==> src/rtl/prm_params.svh <==
`ifndef PRM_PARAMS_SVH
`define PRM_PARAMS_SVH

// register indices in the management register space
`define PRM_IDX_P1_TABLE   16'h1856
`define PRM_IDX_P2_TABLE   16'h1857
`define PRM_IDX_P0_DROPCNT 16'h1858

// identity table after reset: entry n holds n
`define PRM_TABLE_RESET    24'hFAC688
`define PRM_TABLE_WIDTH    24
`define PRM_ENTRY_WIDTH    3
`define PRM_CNT_RESET      32'h0000_0000
`define PRM_CNT_MAX        32'hFFFF_FFFF

`endif

==> src/rtl/prm_pkg.sv <==
package prm_pkg;
  typedef logic [2:0]  prm_prio_t;
  typedef logic [23:0] prm_table_t;
  typedef logic [31:0] prm_word_t;
endpackage : prm_pkg

==> src/rtl/prm_lookup.sv <==
`include "prm_params.svh"

// one remapping table lookup, registered
module prm_lookup (
  input  wire logic                clk_sys,     // core clock
  input  wire logic                rst,         // async reset, active high
  input  wire prm_pkg::prm_table_t table_val,   // current table contents
  input  wire logic                frame_valid, // received frame header valid
  input  wire prm_pkg::prm_prio_t  rx_prio,     // received vlan priority
  output logic                     regen_valid, // regenerated priority valid
  output prm_pkg::prm_prio_t       regen_prio   // regenerated priority
);

  function automatic prm_pkg::prm_prio_t prm_entry(input prm_pkg::prm_table_t t,
                                                   input prm_pkg::prm_prio_t p);
    prm_entry = t[{p, 1'b0} + {2'b00, p} +: `PRM_ENTRY_WIDTH];
  endfunction : prm_entry

  wire prm_pkg::prm_prio_t mapped = prm_entry(table_val, rx_prio);

  always_ff @(posedge clk_sys or posedge rst) begin
    if (rst) begin
      regen_valid <= 1'b0;
      regen_prio  <= 3'h0;
    end else begin
      regen_valid <= frame_valid;
      if (frame_valid) begin
        regen_prio <= mapped;
      end
    end
  end

  regen_follow_a: assert property (@(posedge clk_sys) disable iff (rst)
    frame_valid |=> regen_valid && regen_prio == $past(mapped))
    else $error("regenerated priority does not follow table");

endmodule : prm_lookup

==> src/rtl/prm_regs.sv <==
`include "prm_params.svh"

module prm_regs (
  input  wire logic               clk_sys,        // core clock, 40 MHz
  input  wire logic               rst,            // async reset, active high
  input  wire logic [15:0]        reg_addr,       // register index
  input  wire logic               reg_wr,         // write strobe, one cycle
  input  wire logic               reg_rd,         // read strobe, one cycle
  input  wire prm_pkg::prm_word_t reg_wdata,      // write data
  output prm_pkg::prm_word_t      reg_rdata,      // read data, registered
  output logic                    reg_rvalid,     // read data valid pulse
  input  wire logic               p1_frame_valid, // port 1 frame header pulse
  input  wire prm_pkg::prm_prio_t p1_rx_prio,     // port 1 received priority
  input  wire logic               p2_frame_valid, // port 2 frame header pulse
  input  wire prm_pkg::prm_prio_t p2_rx_prio,     // port 2 received priority
  output logic                    p1_queue_valid, // port 1 queue select valid
  output prm_pkg::prm_prio_t      p1_queue_prio,  // port 1 priority for queue choice
  output logic                    p2_queue_valid, // port 2 queue select valid
  output prm_pkg::prm_prio_t      p2_queue_prio,  // port 2 priority for queue choice
  input  wire logic               p0_not_learned, // port 0 source address not learned
  input  wire logic               p0_overwrite    // port 0 address overwrote another
);

  prm_pkg::prm_table_t p1_table_reg;
  prm_pkg::prm_table_t p2_table_reg;
  prm_pkg::prm_word_t  p0_cnt_reg;
  prm_pkg::prm_word_t  p0_cnt_next;

  // entry n of a table sits at bits 3n+2:3n; the priority checks below read table entries through this
  function automatic prm_pkg::prm_prio_t prm_pick(input prm_pkg::prm_table_t t,
                                                  input prm_pkg::prm_prio_t  p);
    prm_pick = t[3 * p +: `PRM_ENTRY_WIDTH];
  endfunction : prm_pick

  wire logic sel_p1  = reg_addr == `PRM_IDX_P1_TABLE;
  wire logic sel_p2  = reg_addr == `PRM_IDX_P2_TABLE;
  wire logic sel_cnt = reg_addr == `PRM_IDX_P0_DROPCNT;
  wire logic cnt_clear = reg_rd && sel_cnt;
  // both learn events may coincide; they arrive as one count each
  wire logic [1:0] cnt_events = {1'b0, p0_not_learned} + {1'b0, p0_overwrite};
  wire logic [32:0] cnt_sum = {1'b0, p0_cnt_reg} + {31'h0, cnt_events};
  wire logic cnt_sat = cnt_sum[32];

  // a read clears the count it returned; events of that same cycle are kept
  assign p0_cnt_next = cnt_clear ? {30'h0, cnt_events} :
                       (cnt_sat ? `PRM_CNT_MAX : cnt_sum[31:0]);

  wire prm_pkg::prm_word_t rd_mux = sel_p1  ? {8'h00, p1_table_reg} :
                                    sel_p2  ? {8'h00, p2_table_reg} :
                                    sel_cnt ? p0_cnt_reg : 32'h0000_0000;

  always_ff @(posedge clk_sys or posedge rst) begin
    if (rst) begin
      p1_table_reg <= `PRM_TABLE_RESET;
      p2_table_reg <= `PRM_TABLE_RESET;
    end else if (reg_wr) begin
      if (sel_p1) p1_table_reg <= reg_wdata[23:0];
      if (sel_p2) p2_table_reg <= reg_wdata[23:0];
    end
  end

  always_ff @(posedge clk_sys or posedge rst) begin
    if (rst) begin
      p0_cnt_reg <= `PRM_CNT_RESET;
    end else begin
      p0_cnt_reg <= p0_cnt_next;
    end
  end

  always_ff @(posedge clk_sys or posedge rst) begin
    if (rst) begin
      reg_rdata  <= 32'h0000_0000;
      reg_rvalid <= 1'b0;
    end else begin
      reg_rvalid <= reg_rd;
      if (reg_rd) reg_rdata <= rd_mux;
    end
  end

  // queue choice sees only the regenerated priority
  prm_lookup u_p1_lookup (
    .clk_sys     (clk_sys),
    .rst         (rst),
    .table_val   (p1_table_reg),
    .frame_valid (p1_frame_valid),
    .rx_prio     (p1_rx_prio),
    .regen_valid (p1_queue_valid),
    .regen_prio  (p1_queue_prio)
  );

  prm_lookup u_p2_lookup (
    .clk_sys     (clk_sys),
    .rst         (rst),
    .table_val   (p2_table_reg),
    .frame_valid (p2_frame_valid),
    .rx_prio     (p2_rx_prio),
    .regen_valid (p2_queue_valid),
    .regen_prio  (p2_queue_prio)
  );

  p1_map_a: assert property (@(posedge clk_sys) disable iff (rst)
    p1_frame_valid |=> p1_queue_prio == $past(prm_pick(p1_table_reg, p1_rx_prio)))
    else $error("port 1 queue priority wrong");

  p2_map_a: assert property (@(posedge clk_sys) disable iff (rst)
    p2_frame_valid |=> p2_queue_prio == $past(prm_pick(p2_table_reg, p2_rx_prio)))
    else $error("port 2 queue priority wrong");

  cnt_saturate_a: assert property (@(posedge clk_sys) disable iff (rst)
    ($past(p0_cnt_reg) == `PRM_CNT_MAX && !$past(cnt_clear)) |-> p0_cnt_reg == `PRM_CNT_MAX)
    else $error("counter wrapped");

  cnt_clear_a: assert property (@(posedge clk_sys) disable iff (rst)
    cnt_clear |=> reg_rvalid && reg_rdata == $past(p0_cnt_reg) && p0_cnt_reg <= 32'h0000_0002)
    else $error("counter read did not return and clear");

  cnt_incr_a: assert property (@(posedge clk_sys) disable iff (rst)
    (p0_not_learned && !p0_overwrite && !cnt_clear && p0_cnt_reg != `PRM_CNT_MAX)
      |=> p0_cnt_reg == $past(p0_cnt_reg) + 32'h0000_0001)
    else $error("not learned event not counted");

  cnt_over_a: assert property (@(posedge clk_sys) disable iff (rst)
    (p0_overwrite && !p0_not_learned && !cnt_clear && p0_cnt_reg != `PRM_CNT_MAX)
      |=> p0_cnt_reg == $past(p0_cnt_reg) + 32'h0000_0001)
    else $error("overwrite event not counted");

  table_hi_a: assert property (@(posedge clk_sys) disable iff (rst)
    (reg_rd && (sel_p1 || sel_p2)) |=> reg_rdata[31:24] == 8'h00)
    else $error("reserved table bits not zero");

  table_wr_a: assert property (@(posedge clk_sys) disable iff (rst)
    (reg_wr && sel_p1) |=> p1_table_reg == $past(reg_wdata[23:0]))
    else $error("port 1 table write lost");

  // tables and counter leave reset at their reset values; tables hold their contents unless written, and read back with a zero top byte
  reset_vals_a: assert property (@(posedge clk_sys) disable iff (rst)
    $fell(rst) |-> p1_table_reg == `PRM_TABLE_RESET && p2_table_reg == `PRM_TABLE_RESET
                   && p0_cnt_reg == `PRM_CNT_RESET)
    else $error("register contents wrong after reset");

  p2_table_wr_a: assert property (@(posedge clk_sys) disable iff (rst)
    (reg_wr && sel_p2) |=> p2_table_reg == $past(reg_wdata[23:0]))
    else $error("port 2 table write lost");

  p1_table_keep_a: assert property (@(posedge clk_sys) disable iff (rst)
    !(reg_wr && sel_p1) |=> $stable(p1_table_reg))
    else $error("port 1 table changed without a write");

  p2_table_keep_a: assert property (@(posedge clk_sys) disable iff (rst)
    !(reg_wr && sel_p2) |=> $stable(p2_table_reg))
    else $error("port 2 table changed without a write");

  p1_table_rd_a: assert property (@(posedge clk_sys) disable iff (rst)
    (reg_rd && sel_p1) |=> reg_rdata == {8'h00, $past(p1_table_reg)})
    else $error("port 1 table read wrong");

  p2_table_rd_a: assert property (@(posedge clk_sys) disable iff (rst)
    (reg_rd && sel_p2) |=> reg_rdata == {8'h00, $past(p2_table_reg)})
    else $error("port 2 table read wrong");

  // lookup: one result per frame, and the priority stands until the next frame
  p1_valid_a: assert property (@(posedge clk_sys) disable iff (rst)
    p1_queue_valid == $past(p1_frame_valid))
    else $error("port 1 queue valid not one cycle after frame");

  p2_valid_a: assert property (@(posedge clk_sys) disable iff (rst)
    p2_queue_valid == $past(p2_frame_valid))
    else $error("port 2 queue valid not one cycle after frame");

  p1_prio_hold_a: assert property (@(posedge clk_sys) disable iff (rst)
    !p1_frame_valid |=> $stable(p1_queue_prio))
    else $error("port 1 queue priority changed without a frame");

  p2_prio_hold_a: assert property (@(posedge clk_sys) disable iff (rst)
    !p2_frame_valid |=> $stable(p2_queue_prio))
    else $error("port 2 queue priority changed without a frame");

  // counter: reaching all ones takes 2^32 - 1 events, far beyond any run, so cnt_saturate_a
  // only bites in formal runs; cnt_mono_a catches a wrap on any value instead
  cnt_both_a: assert property (@(posedge clk_sys) disable iff (rst)
    (p0_not_learned && p0_overwrite && !cnt_clear && p0_cnt_reg < `PRM_CNT_MAX - 32'h0000_0001)
      |=> p0_cnt_reg == $past(p0_cnt_reg) + 32'h0000_0002)
    else $error("coinciding learn events not counted twice");

  cnt_hold_a: assert property (@(posedge clk_sys) disable iff (rst)
    (!p0_not_learned && !p0_overwrite && !cnt_clear)
      |=> $stable(p0_cnt_reg))
    else $error("counter changed without an event");

  cnt_wr_ignore_a: assert property (@(posedge clk_sys) disable iff (rst)
    (reg_wr && sel_cnt && !p0_not_learned && !p0_overwrite && !cnt_clear)
      |=> $stable(p0_cnt_reg))
    else $error("counter changed by a write");

  cnt_mono_a: assert property (@(posedge clk_sys) disable iff (rst)
    !cnt_clear |=> p0_cnt_reg >= $past(p0_cnt_reg))
    else $error("counter went down without a read");

  clear_keep_a: assert property (@(posedge clk_sys) disable iff (rst)
    cnt_clear |=> p0_cnt_reg == $past({31'h0, p0_not_learned}) + $past({31'h0, p0_overwrite}))
    else $error("events during clearing read lost");

  rd_valid_a: assert property (@(posedge clk_sys) disable iff (rst)
    reg_rvalid == $past(reg_rd))
    else $error("read valid not one cycle after read");

  rdata_hold_a: assert property (@(posedge clk_sys) disable iff (rst)
    !reg_rd |=> $stable(reg_rdata))
    else $error("read data changed without a read");

endmodule : prm_regs

==> config.mk <==
export PLATFORM = sky130hd
export DESIGN_NAME = prm_regs
export DESIGN_NICKNAME = d
export VERILOG_FILES = /design/src/rtl/prm_pkg.sv /design/src/rtl/prm_lookup.sv /design/src/rtl/prm_regs.sv
export VERILOG_INCLUDE_DIRS = /design/src /design/src/rtl
export SDC_FILE = /design/constraint.sdc
export NUM_CORES = 1
export LEC_CHECK = 0
export ABC_AREA = 1
export BUFFER_PORTS_ARGS = -buffer_cell sky130_fd_sc_hd__buf_2
export CAP_MARGIN = 20
export CORE_MARGIN = 5
export CORE_UTILIZATION = 45
export DETAILED_ROUTE_END_ITERATION = 7
export SYNTH_ARGS = -nofsm -noshare
export SYNTH_HDL_FRONTEND = slang
export SYNTH_HIERARCHICAL = 1
export SYNTH_SLANG_ARGS = --single-unit
export TNS_END_PERCENT = 20
==> constraint.sdc <==
create_clock -name clk_sys -period 8.2 [get_ports clk_sys]
set_clock_uncertainty 0.1 [all_clocks]
set_input_delay 1.23 -clock clk_sys [delete_from_list [all_inputs] [get_ports clk_sys]]
set_output_delay 1.23 -clock clk_sys [all_outputs]
set_load 0.05 [all_outputs]
==> impl_metrics.env, run 1 <==
export IMPL_rsz0062_at_grt="no"
export IMPL_drive_above_1_share_pct=17.9
export IMPL_dieWidth_um=143
export IMPL_wl_per_cell_um=15.3
export IMPL_synth_edf_count=0
export IMPL_cts_buffer_depth=2
export IMPL_min_path_cells=2
export IMPL_hold_path_class="register to register"
export IMPL_ctsRootBufferMaster="clkbuf_16"
export IMPL_syn_area_um2=7910
export IMPL_finalCritPeriodShare_pct=40.4
export IMPL_crit_arrival_ps=3580
export IMPL_core_area_um2=17300
export IMPL_grt_antenna_before_repair=0
export IMPL_layout_commonest_cell="nand2_1"
export IMPL_finalCriticalPeriod_ps=3310
export IMPL_gr_total_overflow=0
export IMPL_num_vias=7333
export IMPL_ioPinCount=103
export IMPL_cpMaxStageDelayCell="fa_1"
export IMPL_ys_flop_type="dfrtp_1"
export IMPL_ff2ff_setup_slack_ps=5710
export IMPL_timing_rr_end="p0_cnt_reg[31]"
export IMPL_dp_hpwl_um=15400
export IMPL_synth_distinct_cells=36
export IMPL_path_cells="buf_2 > ha_1 > ha_1 > inv_1 > fa_1 > nor2_4 > nand2_4 > nor2_4 > nand3b_4 > nand3_1 > nand2_1 > inv_1"
export IMPL_avgSynthCellArea_um2=7.05
export IMPL_run_status="completed"
export IMPL_crit_type="input pin to register"
export IMPL_swShare_pct=29.7
export IMPL_maxCapViolCount=0
export IMPL_drv_slew=0
export IMPL_p_total_mw=1.62
export IMPL_drcViolationCount=0
export IMPL_numCtsBuffers=17
export IMPL_n_antenna_cell=0
export IMPL_synthesis_nets=1195
export IMPL_ys_seq_elements=121
export IMPL_vias_per_cell=5.15
export IMPL_routed_wl_um=21800
export IMPL_p_leak_nw=4.50
export IMPL_clkPwrFrac_pct=45.1
export IMPL_synth_area_top_cells="dfrtp_1 (31%), nand2_1 (18%), nand3_1 (14%)"
export IMPL_first_pass_iters=5
export IMPL_worstHoldEndpoint="reg_rdata[27]"
export IMPL_timing_rr_start="p0_cnt_reg[0]"
export IMPL_power_frac_seq_pct=40.0
export IMPL_ys_warn_count=6
export IMPL_worst_slew_pin_slew_ps=755
export IMPL_fin_cells=1423
export IMPL_hold_path_startpoint="reg_rdata[27]"
export IMPL_p_switching_mw=0.481
export IMPL_cts_tree="done"
export IMPL_rows=48
export IMPL_fin_nets=1259
export IMPL_layout_setup_ws_ps=4890
export IMPL_ant_nets=0
export IMPL_intPower_mw=1.14
export IMPL_post_cts_buffers=0
export IMPL_yosys_area_top_type="dfrtp_1"
export IMPL_place_gp_congestion=0.917
export IMPL_setup_viol=0
export IMPL_required_ps=8470
export IMPL_irDropWorstVdd_mv=0.139
export IMPL_final_cell_mix="nand2_1 (378), nand3_1 (216), inv_1 (129), dfrtp_1 (97), buf_2 (94)"
export IMPL_hold_viol=0
export IMPL_place_ws_ps=4300
export IMPL_async_reset_ff_share_pct=100
export IMPL_clk_pin_slew_ps=60
export IMPL_placed_cells=1390
export IMPL_die_area_um2=20300
export IMPL_cts_sinks=121
export IMPL_grt_max_degree=76
export IMPL_fp_dieH_um=143
export IMPL_setup_tns_ps=0
export IMPL_end_kind="register"
export IMPL_maxSlewHeadroom_pct=49.6
export IMPL_pwr_share_comb_pct=14.9
export IMPL_drt_iter0_drc=634
export IMPL_cts_hold_buf=0
export IMPL_critPathMaxStageDelay_ps=460
export IMPL_fmax_mhz=302
export IMPL_critPathMaxFanout=32
export IMPL_grt_pass1_vias=6872
export IMPL_area_delta_synth_final_pct=12.6
export IMPL_grt_pass1_wl_um=35300
export IMPL_clk_latency_ps=420
export IMPL_grt_use_total_pct=21.7
export IMPL_synth_top_cell_area_share_pct=30.7
export IMPL_htreeDepth=4
export IMPL_pwr_density_cell_nw_per_um2=182
export IMPL_start_util_pct=45.7
export IMPL_start_kind="input pin"
export IMPL_portBuffers=94
export IMPL_syn_inst=1121
export IMPL_postCtsResizedCells=0
export IMPL_ys_seq_area_share_pct=38.7
export IMPL_final_core_util_pct=51.5
export IMPL_reg2reg_depth=10
==> final cells by class <==
| class | instances | area (um2) |
|---|---|---|
| Clock buffer | 20 | 457 |
| Clock inverter | 12 | 118 |
| Fill cell | 1777 | 8400 |
| Inverter | 137 | 529 |
| Multi-Input combinational cell | 808 | 3930 |
| Sequential cell | 121 | 3060 |
| Tap cell | 225 | 282 |
| Timing Repair Buffer | 100 | 528 |
==> stage by stage <==
step / hold slack, ps / instance area [um2]
6_report: 373 / 8900
5_1_grt: 397 / 8900
4_1_cts: 381 / 8880
3_5_place_dp: 364 / 8310
3_3_place_gp: 361 / 8310
2_1_floorplan: 359 / 7910
==> worst max-delay path, delay by kind of cell <==
family,cells,cell delay [ps]
adder cells (fa/ha/maj),3,910
AND/OR/NAND/NOR,6,1220
buffers and inverters,3,200
==> power by group through the flow <==
| stage | combinational [mW] | clock (mW) | sequential (mW) |
|---|---|---|---|
| 6_report | 0.242 | 0.730 | 0.648 |
| 5_1_grt | 0.274 | 0.767 | 0.652 |
| 4_1_cts | 0.243 | 0.741 | 0.649 |
| 3_5_place_dp | 0.242 | 0 | 0.659 |
| 3_3_place_gp | 0.240 | 0 | 0.658 |
| 2_1_floorplan | 0.170 | 0 | 0.674 |
==> cell usage after synthesis, types with 2 or more instances <==
master / n
a21oi_2: 8
ha_1: 9
fa_1: 3
nand2_2: 3
inv_1: 130
a21oi_1: 12
a31oi_2: 4
nor2_4: 6
clkbuf_1: 11
nand2_1: 378
buf_4: 7
o21ai_1: 45
nor2_2: 2
nand3_2: 19
dfstp_2: 24
xor2_1: 5
or2_1: 2
buf_6: 18
nand3_1: 216
xnor2_1: 4
o21ai_0: 9
o21ai_2: 4
nor2_1: 61
nand4_1: 3
dfrtp_1: 97
o31ai_1: 8
nand2_4: 2
inv_2: 2
buf_2: 18
inv_4: 5
==> worst max-delay path by stage <==
| stage | start | to | slack (ps) | depth (start not counted) |
|---|---|---|---|---|
| global route | p0_not_learned | p0_cnt_reg[1] | 4680 | 12 |
| global placement | reg_addr[9] | p2_table_reg[4] | 4360 | 8 |
| finish | p0_not_learned | p0_cnt_reg[31] | 4890 | 12 |
| detailed placement | reg_addr[15] | p2_table_reg[3] | 4300 | 7 |
| CTS | reg_addr[15] | p2_table_reg[3] | 4740 | 7 |
| floorplan | rst | p0_cnt_reg[0] | 3920 | 1 |
==> logic make-up (layout without fill, tap and decap cells) <==
kind of cell    count (synthesis)  in the layout  synth area share, %
simple gates                  696            696                 39.5
buf+inv                       192            269                 11.6
flops                         121            121                 38.7
compound gates                 91             91                 7.00
fa+ha+maj                      12             12                 2.18
xor+xnor                        9              9                0.997
==> per-layer routing <==
| layer | track usage [%] | part of all wire [%] | vias to the layer above |
|---|---|---|---|
| li1 | - | - | 3704 |
| met1 | 29.1 | 45 | 3400 |
| met2 | 35.9 | 49 | 196 |
| met3 | 3.09 | 4.4 | 33 |
| met4 | 7.65 | 2.2 | 0 |
| met5 | 0 | 0 | - |
Note: power is estimated with default switching activity, not from simulation.
==> run 2, diff against run 1 <==
==> constraint.sdc (replaced) <==
create_clock -name clk_sys -period 3.4 [get_ports clk_sys]
set_clock_uncertainty 0.1 [all_clocks]
set_input_delay 0.51 -clock clk_sys [delete_from_list [all_inputs] [get_ports clk_sys]]
set_output_delay 0.51 -clock clk_sys [all_outputs]
set_load 0.05 [all_outputs]
==> impl_metrics.env, run 2 (synthesis results as in run 1) <==
export IMPL_run_status="completed"
export IMPL_portBuffers=94
export IMPL_finalCritPeriodShare_pct=68.9
export IMPL_routed_wl_um=21700
export IMPL_htreeDepth=4
export IMPL_first_pass_iters=5
export IMPL_final_cell_mix="nand2_1 (378), nand3_1 (216), inv_1 (129), dfrtp_1 (97), buf_2 (94)"
export IMPL_cpMaxStageDelayCell="fa_1"
export IMPL_start_kind="input pin"
export IMPL_pwr_share_comb_pct=14.2
export IMPL_place_ws_ps=650
export IMPL_crit_type="input pin to register"
export IMPL_postCtsResizedCells=0
export IMPL_start_util_pct=45.7
export IMPL_p_total_mw=4.16
export IMPL_grt_use_total_pct=21.7
export IMPL_fin_hold_ws_ps=182
export IMPL_hold_viol=0
export IMPL_hold_path_class="input pin to register"
export IMPL_pwr_density_cell_nw_per_um2=459
export IMPL_clkPwrFrac_pct=48.2
export IMPL_end_kind="register"
export IMPL_cts_tree="done"
export IMPL_irDropWorstVdd_mv=0.424
export IMPL_placed_cells=1400
export IMPL_clk_latency_ps=420
export IMPL_dieWidth_um=143
export IMPL_numCtsBuffers=17
export IMPL_dp_hpwl_um=15800
export IMPL_grt_pass1_wl_um=35100
export IMPL_rsz0062_at_grt="no"
export IMPL_critPathMaxStageDelay_ps=460
export IMPL_setup_viol=0
export IMPL_drv_slew=0
export IMPL_finalCriticalPeriod_ps=2340
export IMPL_place_gp_congestion=0.917
export IMPL_power_frac_seq_pct=37.6
export IMPL_core_area_um2=17300
export IMPL_maxSlewHeadroom_pct=47.4
export IMPL_cts_buffer_depth=2
export IMPL_rows=48
export IMPL_cpLargestDelayFamily="adder cells"
export IMPL_required_ps=3610
export IMPL_swShare_pct=27.6
export IMPL_grt_max_degree=56
export IMPL_grt_antenna_before_repair=0
export IMPL_clk_pin_slew_ps=60
export IMPL_ff2ff_setup_slack_ps=1170
export IMPL_ant_nets=0
export IMPL_area_delta_synth_final_pct=14.7
export IMPL_setup_tns_ps=0
export IMPL_crit_arrival_ps=2550
export IMPL_layout_commonest_cell="nand2_1"
export IMPL_p_switching_mw=1.15
export IMPL_ctsRootBufferMaster="clkbuf_16"
export IMPL_die_area_um2=20300
export IMPL_drt_iter0_drc=548
export IMPL_maxCapViolCount=0
export IMPL_num_vias=7370
export IMPL_fin_cells=1433
export IMPL_vias_per_cell=5.14
export IMPL_worst_slew_pin_slew_ps=788
export IMPL_p_leak_nw=4.60
export IMPL_fp_dieH_um=143
export IMPL_fmax_mhz=427
export IMPL_n_antenna_cell=0
export IMPL_wl_per_cell_um=15.2
export IMPL_cpMostUsedCell="inv_1"
export IMPL_critPathMaxFanout=4
export IMPL_drive_above_1_share_pct=18.5
export IMPL_cts_sinks=121
export IMPL_intPower_mw=3.01
export IMPL_critical_path_buf_inv_count=4
export IMPL_layout_setup_ws_ps=1060
export IMPL_grt_pass1_vias=6722
export IMPL_drcViolationCount=0
export IMPL_path_cells="buf_2 > ha_1 > ha_1 > inv_1 > fa_1 > inv_1 > nand3_1 > nor2_1 > nand2_1 > o21ai_0 > nand3_2 > nand2_1 > inv_1"
export IMPL_ioPinCount=103
export IMPL_fin_nets=1269
export IMPL_gr_total_overflow=0
[run 2: cell count changes in the layout (fill, tap and decap cells not counted)]
| cell | delta |
|---|---|
| buf_4 | +8 |
| buf_12 | +1 |
| clkinv_4 | +1 |
| clkbuf_8 | -2 |
| inv_4 | -1 |
| clkinv_2 | +1 |
| clkinvlp_4 | -3 |
| bufinv_16 | +4 |
| dlygate4sd3_1 | +1 |
[run 2: power by group through the flow]
stage / combinational, mW / clock (mW) / sequential [mW]
final: 0.591 / 2.01 / 1.57
after floorplan: 0.410 / 0 / 1.63
after global routing: 0.665 / 2.11 / 1.57
after CTS: 0.593 / 2.04 / 1.57
after global placement: 0.584 / 0 / 1.59
after detailed placement: 0.589 / 0 / 1.59
[run 2: final timing paths]
kind                                      from                        end  cells past startpoint
worst max-delay path            p0_not_learned             p0_cnt_reg[18]                     13
worst max register to register   p0_cnt_reg[0]             p0_cnt_reg[18]                     11
min in group asynchronous                  rst  u_p1_lookup/regen_prio[2]                      3
worst min-delay path            p1_frame_valid    u_p1_lookup/regen_valid                      1
max in group asynchronous                  rst           p2_table_reg[22]                      4
worst min register to register   reg_rdata[11]              reg_rdata[11]                      2
[run 2: through the flow]
step           instance area [um2]  utilization (%)
3_5_place_dp                  8410             48.6
3_3_place_gp                  8410             48.6
2_1_floorplan                 7910                -
4_1_cts                       9070             52.4
5_1_grt                       9070             52.4
6_report                      9070             52.4
[run 2: cell type report]
cell class                 count  area [um2]
clock buffer                  18         429
clock inverter                14         221
fill                        1729        8230
inverter                     137         531
multi-input combinational    808        3930
sequential                   121        3060
tap                          225         282
timing repair buffer         110         618
[run 2: per-layer routing]
metal	wire length [um]	vias to the layer above	track usage (%)	share of wire (%)
met4	301	0	5.50	1.4
met3	1080	17	4.03	4.9
met5	0	-	0	0
met2	10600	181	35.7	49
met1	9740	3450	29.7	45
li1	-	3722	-	-
[run 2: worst register-to-register path, delay by kind of cell, from the launching register on]
kind | cells | cell delay, ps
compound gates | 1 | 230
fa+ha+maj | 2 | 630
buf+inv | 3 | 200
flops | 1 | 380
simple gates | 5 | 590
[run 2: timing repair]
action                                  4_1_cts  5_1_grt
setup buffers                                 0        0
endpoints found under the setup margin        0        0
hold buffers                                  1        0
endpoints found under the hold margin         8        0
